===== config.mk =====
export PLATFORM = sky130hd
export DESIGN_NAME = tx_radio_state_controller
export DESIGN_NICKNAME = d
export VERILOG_FILES = /design/src/radio_ctrl_pkg.sv /design/src/tx_radio_state_controller.sv
export SDC_FILE = /design/constraint.sdc
export NUM_CORES = 1
export LEC_CHECK = 0
export BUFFER_PORTS_ARGS = -buffer_cell sky130_fd_sc_hd__buf_2
export CORE_MARGIN = 3
export CORE_UTILIZATION = 61
export DETAILED_ROUTE_END_ITERATION = 8
export GPL_TIMING_DRIVEN = 1
export PLACE_DENSITY = 0.84
export SETUP_SLACK_MARGIN = 0.15
export SYNTH_ARGS = -nofsm -noshare
export SYNTH_HDL_FRONTEND = slang
export SYNTH_SLANG_ARGS = --single-unit

===== constraint.sdc =====
create_clock -name clk_i -period 11.2 [get_ports clk_i]
set_input_delay 2.24 -clock clk_i [delete_from_list [all_inputs] [get_ports clk_i]]
set_output_delay 2.24 -clock clk_i [all_outputs]
set_load 0.005 [all_outputs]

===== src/radio_ctrl_pkg.sv =====
// Constants, timing counts and state types for the radio state controller.
// Assumes a crystal-rate clock; all timing counts are crystal periods.
// Contract
// - Power-down strobe then chip select high enters sleep, core regulator off.
// - Chip select low in sleep restarts regulator and oscillator, then idle.
// - Sleep clears configuration except power-up timeout; host rewrites after wake.
// - Transmit strobe moves the machine into transmit.
// - Auto-calibration select: on entering transmit, on leaving, or every fourth leave.
// - Transmit lasts until packet done, then idle, synth-ready or transmit again.
// - Synth-ready keeps synthesizer running; transmit strobe starts transmission.
// - Idle strobe forces idle from any state except sleep.
// - Idle strobe exit from transmit skips leave calibration.
// - One calibration lasts 18739 crystal periods.
// - Idle to transmit takes 2298 periods, about 21037 with calibration.
// - Transmit to idle without calibration completes within 2 periods.
// - Sixty-four byte transmit FIFO written by host; underflow is detected.
// - Threshold equals 61 minus four times the 4-bit code.
// - Threshold flag set while fill count is at or above threshold.
// - Fill level reported in the fill-count field.
// - Base carrier word is 24 bits in three bytes; hop index 8 bits.
// - Synth word is base plus index times ((256+mantissa) shifted by exponent-2).
// - Manual calibration strobe in idle starts a calibration.
// - Calibration is lost in sleep; recalibrate after wake.
// - Transmit FIFO underflow also causes a state transition.
package radio_ctrl_pkg;
   localparam int unsigned CAL_PERIODS = 18739;
   localparam int unsigned SETTLE_PERIODS = 2298;
   localparam int unsigned TX_OFF_PERIODS = 2;
   localparam int unsigned FIFO_DEPTH = 64;
   localparam int unsigned THR_BASE = 61;
   localparam int unsigned SPACING_BASE = 256;
   localparam logic [3:0] POWERUP_TIMEOUT_RESET = 4'h1;
   localparam logic [23:0] CARRIER_BASE_RESET = 24'h00_0000;
   localparam logic [7:0] HOP_INDEX_RESET = 8'h00;
   localparam logic [7:0] SPACING_MANTISSA_RESET = 8'h00;
   localparam logic [1:0] SPACING_EXPONENT_RESET = 2'h2;
   localparam logic [3:0] THRESHOLD_CODE_RESET = 4'h7;

   typedef enum logic [1:0] {CAL_NEVER, CAL_ON_ENTER, CAL_ON_LEAVE, CAL_EVERY_FOURTH} auto_cal_type;
   typedef enum logic [1:0] {AFTER_IDLE, AFTER_SYNTH_READY, AFTER_TX, AFTER_RSVD} after_tx_type;
   typedef enum logic [2:0] {ST_IDLE, ST_SLEEP, ST_SETTLE, ST_CAL_IN, ST_SYNTH_READY, ST_TX, ST_CAL_OUT,
                             ST_CAL_MAN} radio_state_type;
endpackage


===== src/tx_radio_state_controller.sv =====
// Radio control state machine, transmit FIFO bookkeeping and synth word.
// Assumes strobes are one-cycle pulses from the serial front end on clk_i.
module tx_radio_state_controller #(
   parameter int unsigned CAL_CYCLES = radio_ctrl_pkg::CAL_PERIODS,
   parameter int unsigned SETTLE_CYCLES = radio_ctrl_pkg::SETTLE_PERIODS
) (
   input wire logic clk_i,
   input wire logic reset_n_i,
   input wire logic chip_select_n_i,
   input wire logic power_down_strobe_i,
   input wire logic transmit_strobe_i,
   input wire logic manual_calibrate_strobe_i,
   input wire logic go_idle_strobe_i,
   input wire logic cfg_write_i,
   input wire logic [3:0] powerup_timeout_field_i,
   input wire logic [1:0] auto_cal_select_i,
   input wire logic [1:0] after_tx_state_select_i,
   input wire logic [3:0] buffer_threshold_code_i,
   input wire logic [23:0] carrier_base_i,
   input wire logic [7:0] hop_index_i,
   input wire logic [7:0] spacing_mantissa_i,
   input wire logic [1:0] spacing_exponent_i,
   input wire logic fifo_write_i,
   input wire logic fifo_read_i,
   input wire logic packet_done_i,
   output logic [2:0] radio_state_o,
   output logic core_regulator_en_o,
   output logic crystal_oscillator_en_o,
   output logic synth_on_o,
   output logic transmitting_o,
   output logic calibrating_o,
   output logic cal_valid_o,
   output logic underflow_o,
   output logic threshold_flag_o,
   output logic [6:0] tx_fill_count_o,
   output logic [3:0] powerup_timeout_field_o,
   output logic [3:0] buffer_threshold_code_o,
   output logic [33:0] synth_word_o
);
   typedef radio_ctrl_pkg::radio_state_type radio_state_type;
   localparam radio_state_type ST_IDLE = radio_ctrl_pkg::ST_IDLE;
   localparam radio_state_type ST_SLEEP = radio_ctrl_pkg::ST_SLEEP;
   localparam radio_state_type ST_SETTLE = radio_ctrl_pkg::ST_SETTLE;
   localparam radio_state_type ST_CAL_IN = radio_ctrl_pkg::ST_CAL_IN;
   localparam radio_state_type ST_SYNTH_READY = radio_ctrl_pkg::ST_SYNTH_READY;
   localparam radio_state_type ST_TX = radio_ctrl_pkg::ST_TX;
   localparam radio_state_type ST_CAL_OUT = radio_ctrl_pkg::ST_CAL_OUT;
   localparam radio_state_type ST_CAL_MAN = radio_ctrl_pkg::ST_CAL_MAN;
   localparam radio_ctrl_pkg::auto_cal_type CAL_ON_ENTER = radio_ctrl_pkg::CAL_ON_ENTER;
   localparam radio_ctrl_pkg::auto_cal_type CAL_ON_LEAVE = radio_ctrl_pkg::CAL_ON_LEAVE;
   localparam radio_ctrl_pkg::auto_cal_type CAL_EVERY_FOURTH = radio_ctrl_pkg::CAL_EVERY_FOURTH;
   localparam radio_ctrl_pkg::after_tx_type AFTER_SYNTH_READY = radio_ctrl_pkg::AFTER_SYNTH_READY;
   localparam radio_ctrl_pkg::after_tx_type AFTER_TX = radio_ctrl_pkg::AFTER_TX;

   typedef struct packed {
      logic cs_meta;
      logic cs_sync;
      radio_state_type st;
      logic pd_armed;
      logic [14:0] cnt;
      logic [1:0] leave_cnt;
      logic cal_valid;
      logic underflow;
      logic thr_flag;
      logic [6:0] fill;
      logic [3:0] powerup_timeout_field;
      logic [3:0] thr_code;
      logic [23:0] base;
      logic [7:0] hop;
      logic [7:0] mant;
      logic [1:0] expo;
      logic [33:0] word;
      logic reg_on;
      logic synth;
      logic txing;
      logic cal_busy;
   } state_type;

   localparam logic [14:0] CAL_LAST = 15'(CAL_CYCLES - 1);
   localparam logic [14:0] SETTLE_LAST = 15'(SETTLE_CYCLES - 1);
   localparam logic [6:0] DEPTH = 7'(radio_ctrl_pkg::FIFO_DEPTH);

   state_type s_reg;
   state_type s_next;
   logic [6:0] thr_bytes;
   logic [17:0] spacing;
   logic wr_ok;
   logic rd_ok;

   always_comb
   begin
      s_next = s_reg;
      s_next.cs_meta = chip_select_n_i;
      s_next.cs_sync = s_reg.cs_meta;
      thr_bytes = 7'(radio_ctrl_pkg::THR_BASE) - {1'b0, s_reg.thr_code, 2'b00};
      wr_ok = fifo_write_i && s_reg.st != ST_SLEEP;
      rd_ok = fifo_read_i && s_reg.st == ST_TX && s_reg.fill != 7'h00;
      if (wr_ok && !rd_ok && s_reg.fill != DEPTH)
      begin
         s_next.fill = s_reg.fill + 7'h01;
      end
      else if (rd_ok && !wr_ok)
      begin
         s_next.fill = s_reg.fill - 7'h01;
      end
      if (cfg_write_i && s_reg.st == ST_IDLE)
      begin
         s_next.powerup_timeout_field = powerup_timeout_field_i;
         s_next.thr_code = buffer_threshold_code_i;
         s_next.base = carrier_base_i;
         s_next.hop = hop_index_i;
         s_next.mant = spacing_mantissa_i;
         s_next.expo = spacing_exponent_i;
      end
      spacing = 18'(({10'h000, s_reg.mant} + 18'(radio_ctrl_pkg::SPACING_BASE)) << s_reg.expo);
      s_next.word = 34'({8'h00, s_reg.base, 2'b00} + {8'h00, s_reg.hop} * {16'h0000, spacing}) ;
      s_next.cnt = s_reg.cnt + 15'h0001;
      unique case (s_reg.st)
         ST_IDLE:
         begin
            s_next.cnt = 15'h0000;
            if (power_down_strobe_i)
            begin
               s_next.pd_armed = 1'b1;
            end
            if (s_reg.pd_armed && s_reg.cs_sync)
            begin
               s_next.st = ST_SLEEP;
               s_next.pd_armed = 1'b0;
            end
            else if (transmit_strobe_i)
            begin
               s_next.st = (s_reg.cal_valid == 1'b0 || auto_cal_select_i == 2'(CAL_ON_ENTER)) ? ST_CAL_IN : ST_SETTLE;
            end
            else if (manual_calibrate_strobe_i)
            begin
               s_next.st = ST_CAL_MAN;
            end
         end
         ST_SLEEP:
         begin
            if (!s_reg.cs_sync)
            begin
               s_next.st = ST_IDLE;
            end
            s_next.thr_code = radio_ctrl_pkg::THRESHOLD_CODE_RESET;
            s_next.base = radio_ctrl_pkg::CARRIER_BASE_RESET;
            s_next.hop = radio_ctrl_pkg::HOP_INDEX_RESET;
            s_next.mant = radio_ctrl_pkg::SPACING_MANTISSA_RESET;
            s_next.expo = radio_ctrl_pkg::SPACING_EXPONENT_RESET;
            s_next.fill = 7'h00;
            s_next.thr_flag = 1'b0;
            s_next.underflow = 1'b0;
            s_next.leave_cnt = 2'h0;
            s_next.cal_valid = 1'b0;
         end
         ST_CAL_IN:
         begin
            if (s_reg.cnt == CAL_LAST)
            begin
               s_next.cnt = 15'h0000;
               s_next.cal_valid = 1'b1;
               s_next.st = ST_SETTLE;
            end
         end
         ST_SETTLE:
         begin
            if (s_reg.cnt == SETTLE_LAST)
            begin
               s_next.cnt = 15'h0000;
               s_next.st = ST_TX;
            end
         end
         ST_SYNTH_READY:
         begin
            if (transmit_strobe_i)
            begin
               s_next.st = ST_TX;
            end
         end
         ST_TX:
         begin
            s_next.cnt = 15'h0000;
            if (fifo_read_i && s_reg.fill == 7'h00)
            begin
               s_next.underflow = 1'b1;
               s_next.st = ST_IDLE;
            end
            else if (packet_done_i)
            begin
               unique case (after_tx_state_select_i)
                  2'(AFTER_SYNTH_READY): s_next.st = ST_SYNTH_READY;
                  2'(AFTER_TX): s_next.st = ST_TX;
                  default:
                  begin
                     s_next.leave_cnt = s_reg.leave_cnt + 2'h1;
                     if (auto_cal_select_i == 2'(CAL_ON_LEAVE) ||
                         (auto_cal_select_i == 2'(CAL_EVERY_FOURTH) && s_reg.leave_cnt == 2'h3))
                     begin
                        s_next.st = ST_CAL_OUT;
                     end
                     else
                     begin
                        s_next.st = ST_IDLE;
                     end
                  end
               endcase
            end
         end
         ST_CAL_OUT, ST_CAL_MAN:
         begin
            if (s_reg.cnt == CAL_LAST)
            begin
               s_next.cnt = 15'h0000;
               s_next.cal_valid = 1'b1;
               s_next.st = ST_IDLE;
            end
         end
      endcase
      if (go_idle_strobe_i && s_reg.st != ST_SLEEP)
      begin
         s_next.st = ST_IDLE;
         s_next.cnt = 15'h0000;
         s_next.cal_valid = s_reg.cal_valid;
      end
      if (transmit_strobe_i && s_reg.st == ST_IDLE)
      begin
         s_next.underflow = 1'b0;
      end
      s_next.thr_flag = s_next.fill >= 7'(radio_ctrl_pkg::THR_BASE) - {1'b0, s_next.thr_code, 2'b00};
      // Registered state decode
      s_next.reg_on = s_next.st != ST_SLEEP;
      s_next.synth = s_next.st inside {ST_SETTLE, ST_SYNTH_READY, ST_TX};
      s_next.txing = s_next.st == ST_TX;
      s_next.cal_busy = s_next.st inside {ST_CAL_IN, ST_CAL_OUT, ST_CAL_MAN};
   end

   always_ff @(posedge clk_i or negedge reset_n_i)
   begin
      if (!reset_n_i)
      begin
         s_reg <= '{cs_meta: 1'b1, cs_sync: 1'b1, st: ST_IDLE, powerup_timeout_field: radio_ctrl_pkg::POWERUP_TIMEOUT_RESET,
                    thr_code: radio_ctrl_pkg::THRESHOLD_CODE_RESET, expo: radio_ctrl_pkg::SPACING_EXPONENT_RESET,
                    reg_on: 1'b1, default: '0};
      end
      else
      begin
         s_reg <= s_next;
      end
   end

   assign radio_state_o = s_reg.st;
   assign core_regulator_en_o = s_reg.reg_on;
   assign crystal_oscillator_en_o = s_reg.reg_on;
   assign synth_on_o = s_reg.synth;
   assign transmitting_o = s_reg.txing;
   assign calibrating_o = s_reg.cal_busy;
   assign cal_valid_o = s_reg.cal_valid;
   assign underflow_o = s_reg.underflow;
   assign tx_fill_count_o = s_reg.fill;
   assign threshold_flag_o = s_reg.thr_flag;
   assign powerup_timeout_field_o = s_reg.powerup_timeout_field;
   assign buffer_threshold_code_o = s_reg.thr_code;
   assign synth_word_o = s_reg.word;
endmodule


After elaboration in Yosys (flattened, before gate mapping):

Index checks and enable logic that the tools add are counted.

* mux-type cells: 35
* reductions and logical operators: 34
* bitwise gates (word level): 2
* $lt $le $gt $ge: 1
* div/mod/pow operators: 0
* $add $sub $neg: 7
* shift-type cells: 1
* multiply operators: 1
* equality and inequality tests: 29

Operators by type and width (count)
* 2-to-1 mux 46 bit: 2
* 2-to-1 mux 15 bit: 3
* case mux 15 bit (3 select lines): 1
* 2-to-1 mux 3 bit: 12
* adder 26 x 26 -> 27 bit: 1
* multiplier 8 x 18 -> 26 bit: 1
* == test 3 bit, second input constant: 8
* 2-to-1 mux 7 bit: 3
* case mux 3 bit (7 select lines): 1
* << shifter 10 x 2 -> 18 bit: 1
* adder 15 x 1 -> 15 bit, second input constant: 1
* == test 15 x 12 -> 1 bit, second input constant: 1
* == test 15 bit, second input constant: 1
* == test 3 x 2 -> 1 bit, second input constant: 4
* logical AND 1 bit: 12
* adder 8 x 9 -> 10 bit, second input constant: 1
* inequality test 3 x 1 -> 1 bit, second input constant: 3
* nonzero test 3 bit: 3
* == test 2 bit, second input constant: 4
* nonzero test 2 bit: 4
* adder 7 x 1 -> 7 bit, second input constant: 1
* >= comparator 7 bit: 1
* zero test 7 bit: 1
* inequality test 7 bit, second input constant: 1
* other kinds (22): 39

* memories: 0
* bits in read-only memories: 0
* bits in latches: 0
* memory bits (writable): 0
* bits in registers: 114
* output and inout bits: 60

Longest topological paths before layout:

Gate-level depths: netlist of the first run.

* word-level depth: 11
* depth in mapped cells: 20
* gate-level depth less buffers: 19

Worst setup path before layout of the first run:

Ideal clock, no wire load.

* path kind: register -> register
* start point: reg s_reg[39] (netlist bit)
* end point: reg s_reg, in the netlist synth_word_o[17]
* setup slack: 5909 ps
* cell stages (with the launch flop): 19
* buffers on the path: 1
* data required time: 11070 ps
* period minus slack after synthesis: 5291 ps
* arrival time: 5160 ps
* setup time: 130 ps
* path through: dfstp_2 clkbuf_1 mux2i_1 mux2i_1 nand2_1 fa_1 fa_1 inv_1 fa_1 inv_1 fa_1 inv_1 ha_1 inv_1 o311a_1 or2_2 o21ai_0 a21oi_1 xnor2_1

RTL lines
* start: declaration: RTL line tx_radio_state_controller.sv:83 `state_type s_reg;`
* start signal: assignment: RTL line tx_radio_state_controller.sv:242 `s_reg <= '{cs_meta: 1'b1, cs_sync: 1'b1, st: ST_IDLE, powerup_timeout_field: radio_ctrl_pkg::POWERUP_TIMEOUT_R ...`
* start signal: assignment: RTL line tx_radio_state_controller.sv:248 `s_reg <= s_next;`

==> impl_results.md, run 1 <==
* CP Class: reg -> reg
* Clock Skew at 0.00853 ns
* Seq/Total Area, Yosys at 30.7%
* EDFF count, synth at 0
* Overall power at 3640 uW
* Synth Cell Area at 9330 sq um
* Crit path max fanout at 22
* Die Height at 130 um
* Worst path slowest cell: dfstp_2
* Cell Pwr Density at 356 nW/um^2
* Vias per cell at 5.52
* Setup violations, final at 0
* Number of global-route vias before repair at 6,912
* F_max at 0.169 GHz
* Sequential Power Share at 20.8%
* Crit path time final at 5.92 ns
* Switching Share at 48.6%
* Worst slew pin tran at 0.918 ns
* Clk sinks at 114
* # Post-CTS Setup Buffers at 0
* WP buf/inv at 2
* Total core area at 14,800 sq um
* R2R Setup Slk at 5.28 ns
* CP top delay family: adder cells
* Largest area contributor in the netlist: dfrtp_1
* CP Data Arrival Time at 6.27 ns
* CP required at 11.55 ns
* Drt first pass iters at 5
* # fillers at 1,164
* Largest net degree at the start of global routing at 97
* Max Slew Vio Count at 0
* Initial antenna violation count at 1
* Peak per-stage delay on the critical path at 0.77 ns
* Final net count at 1,279
* CTS Buf Count at 17
* Drt total wl at 19.9 mm
* Ports at 125
* Place WS at 5.43 ns
* Synth Instances at 1,032
* Port bufs at 117
* CP Cell Sequence: mux2i_1 -> mux2i_1 -> and2_1 -> fa_1 -> fa_1 -> fa_1 -> inv_1 -> fa_1 -> inv_1 -> ha_1 -> o211ai_1 -> a211oi_1 -> nor4b_1 -> o31ai_1 -> a21oi_1 -> xor2_1
* RSZ-0062 raised after global routing: no
* Clock Latency Late Sink at 0.42 ns
* Internal Power at 1870 uW
* Syn avg cell area at 9.04 sq um
* Synth Warn # at 0
* Rows at 44
* Max-cap violation count at 0
* Post-Route Setup TNS at 0 ns
* CTS hold repair buffers at 0
* P_sw at 1770 uW
* Non-filler cells, final at 1,281
* Power share of the combinational group at 64.9%
* Reg clk slew, reported paths at 0.06 ns
* Async set or reset register ratio after synthesis at 100%
* Gpl congestion at 0.876
* Area Overhead vs Synth at 9.53%
* Yosys reg bits at 114
* Grt ovf at 0
* Worst hold path type: reg -> reg
* Top FF cell, synth: dfrtp_1
* Placed insts at 1,248
* Initial Util at 63.3%
* H-tree depth at 4
* Yosys cell types at 66
* Leakage at 0.00517 uW
* CP startpoint kind: flip-flop
* Post-CTS Resized at 0
* Setup ws final at 5.28 ns
* Post-DP HPWL at 15.0 mm
* Die W at 130 um
* Initial DRC Count at 444
* Worst slew margin at 38.8%
* Share of layout cells above drive strength 1 at 16.3%
* Worst setup EP type: flip-flop
* Most Frequent Cell on Critical Path: fa_1
* CTS max path bufs at 2
* Clk network pwr share at 14.3%
* Status: completed
* First-pass GRT wire length at 33.6 mm
* CTS tree: built
* # DRC at 0
* Top post-synthesis cells by area: dfrtp_1 28%, fa_1 17%, ha_1 7.2%, inv_1 5.8%, nand2_1 5.5%
* Worst vdd ir at 0.265 mV
* Die area at 16,800 sq um
* Via count at 7,071
* Root buf cell: clkbuf_16
* Final Hold Viols at 0
* Final Cycle Share at 52.8%
* GR Util All Layers at 25.1%
* Synth top area share at 28.4%
* Detail Route Antenna Nets at 0
* Max FFs per register at 61
* WL per Instance at 15.5 um
* Worst Hold Slack at 0.355 ns
==> area by class of cell <==
type                    count  area [sq um]  share of cell area, %
repair buffers            120           611                   5.97
inverters                 144           541                   5.29
clock buffers              20           467                   4.56
multi-input cells         686          5400                   52.9
well taps                 184           230                   2.25
diodes                      1          2.50                 0.0245
flip-flops and latches    114          2860                   28.0
clock inverters            12           106                   1.04
==> final timing paths <==
path | startpoint | end | depth (start not counted)
setup reg to reg | s_reg[39] | synth_word_o[25] | 16
min in group asynchronous | reset_n_i | synth_word_o[21] | 1
max in group asynchronous | reset_n_i | s_reg[45] | 2
setup / recovery | s_reg[39] | synth_word_o[25] | 16
hold / removal | s_next[119] | s_reg[119] | 0
hold reg to reg | s_next[119] | s_reg[119] | 0
==> cells in the final DEF (no fill, tap or decap), types with 21 or more instances in the layout <==
| cell | n |
|---|---|
| a21oi_1 | 31 |
| and2_1 | 50 |
| buf_2 | 116 |
| dfrtp_1 | 106 |
| fa_1 | 77 |
| ha_1 | 54 |
| inv_1 | 143 |
| nand2_1 | 136 |
| nand3_1 | 23 |
| nor2_1 | 58 |
| o21ai_0 | 51 |
| xnor2_1 | 21 |
==> power groups by stage <==
stage	registers (uW)	logic, uW	clock network (uW)
after CTS	752	2380	530
after global placement	754	2270	0
after floorplan	664	1980	0
after global routing	781	2730	551
final	756	2360	522
after detailed placement	758	2360	0
==> per-stage QoR <==
stage | area [sq um] | util (%)
4_1_cts | 10200 | 69.3
3_5_place_dp | 9650 | 65.4
2_1_floorplan | 9360 | -
6_report | 10200 | 69.3
3_3_place_gp | 9650 | 65.4
5_1_grt | 10200 | 69.3
==> metal layers <==
layer / vias up / part of all wire [%] / GRT usage, %
met5: - / 0.091 / 0
met4: 2 / 2.1 / 7.40
li1: 3384 / - / -
met1: 3418 / 43 / 33.9
met2: 225 / 49 / 41.2
met3: 42 / 5.3 / 5.40
==> worst reg2reg max path: cells and delay by family (launching register included) <==
family / cells / cell delay (ns)
fa+ha+maj: 5 / 2.42
compound gates: 4 / 0.90
simple gates: 2 / 0.78
flops: 1 / 0.77
mux: 2 / 0.71
xor+xnor: 1 / 0.15
buf+inv: 2 / 0.11
==> cell usage after synthesis, drive strengths merged, types with 3 or more instances <==
library cell	count
nor4	5
inv	144
dfstp	8
nor3b	6
clkbuf	38
mux2i	14
nand3	23
a31oi	9
mux2	6
o211ai	6
ha	54
o31ai	15
dfrtp	106
a21boi	3
xnor2	21
and3	11
nand2	136
nand3b	5
fa	77
or2	3
and2	51
o2111ai	3
a211o	3
nor3	12
xor2	13
a211oi	4
o21ai	52
nor2b	5
nand4	5
nand2b	5
a21oi	31
or3	5
buf	56
nor4b	3
nor2	59
a21o	4
==> logic make-up after synthesis <==
kind of cell    after synthesis  synth area share, %
buf+inv                     238                 11.7
xor+xnor                     34                 3.19
other cells                   1               0.0402
compound gates              149                 10.2
fa+ha+maj                   131                 23.8
flops                       114                 30.7
mux                          20                 2.27
simple gates                345                 18.2
Note: power is estimated with default switching activity, not from simulation.
==> run 2, diff against run 1 <==
--- a/config.mk
+++ b/config.mk
@@ -5,12 +5,13 @@
 export SDC_FILE = /design/constraint.sdc
 export NUM_CORES = 1
 export LEC_CHECK = 0
+export ABC_AREA = 1
 export BUFFER_PORTS_ARGS = -buffer_cell sky130_fd_sc_hd__buf_2
 export CORE_MARGIN = 3
-export CORE_UTILIZATION = 61
+export CORE_UTILIZATION = 54
 export DETAILED_ROUTE_END_ITERATION = 8
 export GPL_TIMING_DRIVEN = 1
-export PLACE_DENSITY = 0.84
+export PLACE_DENSITY = 0.79
 export SETUP_SLACK_MARGIN = 0.15
 export SYNTH_ARGS = -nofsm -noshare
 export SYNTH_HDL_FRONTEND = slang
==> constraint.sdc (replaced) <==
create_clock -name clk_i -period 5.4 [get_ports clk_i]
set_input_delay 1.08 -clock clk_i [delete_from_list [all_inputs] [get_ports clk_i]]
set_output_delay 1.08 -clock clk_i [all_outputs]
set_load 0.005 [all_outputs]
==> run 2 against run 1 <==
- maximum frequency up 18%
- non-clock buffer count up 2
- largest cell class unchanged
- hold slack better by 0.0020 ns
- highest routed layer is now met4
- count of clock-buffer cells in the layout up 2
- via count up 2.4%
- critical path depth up 8
- cell count up 11%
- first-iteration DRC count up 9.7%
==> impl_results.md, run 2 <==
* CTS Buf Count at 17
* Setup violations, final at 0
* Status: completed
* Initial DRC Count at 487
* Worst slew pin tran at 0.846 ns
* Gpl congestion at 0.944
* Post-DP HPWL at 16.6 mm
* Max Slew Vio Count at 0
* F_max at 0.199 GHz
* Largest area contributor in the netlist: dfrtp_1
* Synth top area share at 28.8%
* CP Data Arrival Time at 5.34 ns
* Worst setup EP type: flip-flop
* Area Overhead vs Synth at 10.7%
* CP startpoint kind: flip-flop
* Crit path time final at 5.03 ns
* Top post-synthesis cells by area: dfrtp_1 29%, fa_1 17%, nand2_1 9.0%, inv_1 8.6%, ha_1 7.3%
* Reg2reg end: synth_word_o[20]
* Total core area at 16,600 sq um
* Worst Hold Slack at 0.357 ns
* Initial Util at 55.3%
* Final net count at 1,380
* Start point of the worst hold path: s_next[119]
* Worst hold path type: reg -> reg
* # DRC at 0
* Die area at 18,600 sq um
* First-pass GRT wire length at 35.0 mm
* Root buf cell: clkbuf_16
* Die W at 137 um
* H-tree depth at 4
* CTS max path bufs at 2
* Vias per cell at 5.11
* CTS tree: built
* Worst slew margin at 43.5%
* Syn avg cell area at 8.32 sq um
* Reg2Reg Depth at 24
* Grt ovf at 0
* Synth Instances at 1,106
* Commonest non-fill, non-tap cell in the layout: nand2_1
* Max FFs per register at 61
* EDFF count, synth at 0
* Final Hold Viols at 0
* Number of global-route vias before repair at 7,175
* Max-cap violation count at 0
* Rows at 47
* Reg clk slew, reported paths at 0.06 ns
* Top FF cell, synth: dfrtp_1
* R2R Setup Slk at 0.37 ns
* Initial antenna violation count at 0
* # fillers at 1,450
* Clock Skew at 0.00794 ns
* Drt total wl at 21.2 mm
* Async set or reset register ratio after synthesis at 100%
* Via count at 7,243
* Synth Cell Area at 9200 sq um
* Seq/Total Area, Yosys at 31.1%
* Yosys cell types at 48
* Clock Latency Late Sink at 0.42 ns
* Ports at 125
* WL per Instance at 15.0 um
* CP Class: reg -> reg
* Most frequent cells in the layout: 221 x nand2_1, 209 x inv_1, 116 x buf_2
* Drt first pass iters at 5
* CP required at 5.71 ns
* Port bufs at 117
* RSZ-0062 raised after global routing: yes
* Clk sinks at 114
* Die Height at 137 um
* Share of the core filled with cells at 61.2%
* Reg2reg start: s_reg[38]
* Post-Route Setup TNS at 0 ns
* Share of layout cells above drive strength 1 at 16.6%
* Detail Route Antenna Nets at 0
* GR Util All Layers at 24.0%
* List of most frequent post-synthesis cells: 221 x nand2_1, 211 x inv_1, 109 x nor2_1
* Crit path max fanout at 18
* Largest net degree at the start of global routing at 65
* Final Cycle Share at 93.1%
* Hold EP: s_reg[119]
* Yosys reg bits at 114
* Hold Path Depth at 0
* Synth Warn # at 0
* Antenna cells at 0
* Most frequent cell after synthesis: nand2_1
==> run 2: cell count changes after synthesis, sizes merged, moves of 14 or more <==
cell	previous run	this run
inv	144	219
mux2i	14	0
nor2	59	115
nand3	23	44
xnor2	21	7
nand2	136	227
clkbuf	38	3
and2	51	0
==> run 2: area by class of cell <==
cell class	instances	area, sq um	share of cell area, %
timing repair buffer	122	626	6.15
clock buffer	22	464	4.56
tap	220	275	2.70
inverter	222	833	8.19
multi-input combinational	707	5030	49.4
clock inverter	10	87.6	0.860
sequential	114	2860	28.1
==> run 2: metrics by stage <==
step	cell area, sq um	std cells	setup slack [ns]
final	10200	1417	0.373
after global routing	10200	1417	0.121
after detailed placement	9600	1384	0.0905
after floorplan	9220	1112	0.516
after CTS	10200	1416	0.202
after global placement	9600	1384	0.225
==> run 2: routing by layer <==
layer / share of wire [%] / wire length (um) / global-route usage [%] / up-vias
li1: - / - / - / 3507
met1: 44 / 9420 / 32.4 / 3469
met2: 47 / 9980 / 38.3 / 231
met3: 6.7 / 1430 / 6.14 / 36
met4: 1.9 / 401 / 7.61 / 0
met5: 0 / 0 / 0 / -
==> run 2: critical path: stages (launching register included) <==
cell,delay (ns)
dfrtp_2,0.49
o21ai_1,0.19
inv_1,0.08
nand2_1,0.06
nand2_1,0.16
inv_1,0.20
nand2_1,0.10
fa_1,0.48
fa_1,0.49
inv_1,0.06
fa_1,0.55
inv_1,0.06
fa_1,0.53
inv_1,0.04
ha_1,0.35
a21oi_1,0.20
nand2_1,0.12
a21boi_2,0.22
o21bai_1,0.12
nand2_1,0.07
nand2_1,0.08
nand2_1,0.09
nand2_1,0.05
nand2_1,0.05
nand2_1,0.06
==> run 2: logic make-up after synthesis <==
| kind of cell | count (synthesis) | synth area share [%] |
|---|---|---|
| compound gates | 129 | 8.34 |
| simple gates | 411 | 19.0 |
| other cells | 1 | 0.0408 |
| flops | 114 | 31.1 |
| fa+ha+maj | 131 | 24.1 |
| mux | 1 | 0.122 |
| xor+xnor | 28 | 2.67 |
| buf+inv | 291 | 14.6 |
==> run 2: how the worst max path moves through the flow <==
stage / from / to / cells after the start
after detailed placement: s_reg[38] / synth_word_o[20] / 23
after global routing: s_reg[38] / synth_word_o[20] / 25
final: s_reg[38] / synth_word_o[20] / 24
after CTS: s_reg[39] / synth_word_o[20] / 23
after global placement: s_reg[38] / synth_word_o[20] / 22
after floorplan: s_reg[38] / synth_word_o[20] / 27
==> run 2: repair_timing <==
action                     in CTS  in global routing
setup buffers                   0                  1
setup endpoints to repair       4                 14
gates resized for setup         2                  9
hold buffers                    0                  0
Power of run 2 is not shown: default switching activity piles up to over one toggle a cycle in this logic, so the estimate is an artifact.
==> run 3, diff against run 2 <==
--- a/config.mk
+++ b/config.mk
@@ -5,13 +5,12 @@
 export SDC_FILE = /design/constraint.sdc
 export NUM_CORES = 1
 export LEC_CHECK = 0
-export ABC_AREA = 1
 export BUFFER_PORTS_ARGS = -buffer_cell sky130_fd_sc_hd__buf_2
 export CORE_MARGIN = 3
 export CORE_UTILIZATION = 54
 export DETAILED_ROUTE_END_ITERATION = 8
 export GPL_TIMING_DRIVEN = 1
-export PLACE_DENSITY = 0.79
+export PLACE_DENSITY = 0.78
 export SETUP_SLACK_MARGIN = 0.15
 export SYNTH_ARGS = -nofsm -noshare
 export SYNTH_HDL_FRONTEND = slang
==> run 3 against run 2 <==
- first-iteration DRC count grew 5.1%
- cell count shrank 5.2%
- register-to-register slack lost 0.16 ns
- critical path type unchanged
- highest routed layer unchanged
==> impl_results.md, run 3 (synthesized netlist as in run 1, its figures left out) <==
* Status: completed
* Met1 Use GR at 30.3%
* Worst slew pin tran at 1.04 ns
* Crit path time final at 5.19 ns
* Clk sinks at 114
* Setup violations, final at 0
* Detail Route Antenna Nets at 0
* CP startpoint kind: flip-flop
* Grt met3 use at 5.33%
* CP Class: reg -> reg
* RSZ-0062 raised after global routing: yes
* Share of layout cells above drive strength 1 at 24.1%
* Largest net degree at the start of global routing at 83
* Number of global-route vias before repair at 7,162
* Antenna cells at 0
* Worst setup EP type: flip-flop
* Crit path max fanout at 8
* Drt total wl at 21.8 mm
* CP Cell Sequence: buf_12 -> buf_12 -> a21oi_1 -> a31oi_1 -> buf_4 -> buf_4 -> and2_4 -> fa_1 -> fa_1 -> fa_1 -> inv_1 -> fa_1 -> inv_1 -> ha_4 -> o211ai_1 -> a211oi_2 -> nor4b_4 -> o31ai_4 -> a21oi_2 -> xor2_1
* Clock Skew at 0.00918 ns
* Most Frequent Cell on Critical Path: fa_1
* Share of the core filled with cells at 65.4%
* CTS max path bufs at 2
* WL per Instance at 16.3 um
* Post-DP HPWL at 15.2 mm
* Initial antenna violation count at 0
* Final net count at 1,307
* Die W at 137 um
* Peak per-stage delay on the critical path at 0.58 ns
* Drt first pass iters at 5
* Area after DPL at 9810 sq um
* Port bufs at 117
* Reg clk slew, reported paths at 0.06 ns
* Post-route cell area at 11,000 sq um
* Clock Latency Late Sink at 0.42 ns
* CP Data Arrival Time at 5.53 ns
* Max Slew Vio Count at 0
* Die Height at 137 um
* Vias per cell at 5.45
* Most frequent cells in the layout: 135 x inv_1, 131 x nand2_1, 116 x buf_2
* Area Overhead vs Synth at 17.4%
* # fillers at 1,316
* Root buf cell: clkbuf_16
* Max FFs per register at 61
* Ports at 125
* H-tree depth at 4
* F_max at 0.193 GHz
* Met2 usage at 38.6%
* Worst path slowest cell: dfstp_2
* Final Cycle Share at 96.1%
* Die area at 18,900 sq um
* Worst slew margin at 30.8%
* CTS Buf Count at 17
* GR Util All Layers at 23.0%
* Rows at 47
* Grt ovf at 0
* # DRC at 0
* Worst hold path type: reg -> reg
* First-pass GRT wire length at 34.3 mm
* CTS tree: built
* Initial DRC Count at 512
* CTS hold repair buffers at 0
* GRT busiest layer: met2
* Via count at 7,325
* CP required at 5.74 ns
* Final Hold Viols at 0
* Total core area at 16,800 sq um
* Initial Util at 55.7%
* Commonest non-fill, non-tap cell in the layout: inv_1
* Max-cap violation count at 0
* Gpl congestion at 0.928
-- run 3: cell count changes in the layout (fill, tap and decap cells not counted), moves of 12 or more --
cell and change:
nand2_1 -90, inv_1 -74, nor2_1 -51, and2_1 +45, buf_4 +21, nand3_1 -18, xnor2_1 +14, o31ai_1 +13
a22o_1 -12
-- run 3: area by class of cell --
type	instances	area (sq um)	area share, %
well taps	220	275	2.51
repair buffers	148	851	7.77
clock inverters	7	85.1	0.777
inverters	144	541	4.93
clock buffers	25	485	4.43
multi-input cells	686	5860	53.5
flip-flops and latches	114	2860	26.1
-- run 3: routing by layer --
metal / up-vias / routed length [um]
met5: - / 0
met4: 0 / 413
met3: 36 / 1170
met2: 254 / 10900
met1: 3583 / 9390
li1: 3452 / -
-- run 3: timing repair --
action	in CTS	in global routing
gates resized for setup	31	64
pin swaps	2	45
cloned	0	0
buffers inserted	2	12
endpoints found under the setup margin	12	16
-- run 3: worst paths after layout --
kind | start | to | slack [ns] | cells past startpoint
worst max-delay path | s_reg[39] | synth_word_o[25] | 0.21 | 20
worst min-delay path | s_next[119] | s_reg[119] | 0.36 | 0
worst max register to register | s_reg[39] | synth_word_o[25] | 0.21 | 20
worst min register to register | s_next[119] | s_reg[119] | 0.36 | 0
max in group asynchronous | reset_n_i | s_reg[39] | 3.49 | 2
min in group asynchronous | reset_n_i | synth_word_o[25] | 0.84 | 1
-- run 3: critical path: cells and delay by family, from the launching register on --
family                     cells  cell delay, ns
buffers and inverters          6            0.70
xor gates and xnor gates       1            0.18
adders and majority gates      5            2.19
AOI/OAI and AO/OA              6            1.00
DFF                            1            0.58
and+or+nand+nor                2            0.47
-- run 3: through the flow --
stage | hold slack, ns | TNS, ns | worst slack [ns] | cells
finish | 0.358 | 0 | 0.212 | 1344
global route | 0.364 | 0 | 0.0163 | 1344
CTS | 0.359 | 0 | 0.160 | 1332
detailed placement | 0.347 | -0.179 | -0.0593 | 1298
global placement | 0.349 | 0 | 0.00640 | 1298
floorplan | 0.345 | 0 | 0.155 | 1038
Power of run 3 is left out for the same reason.
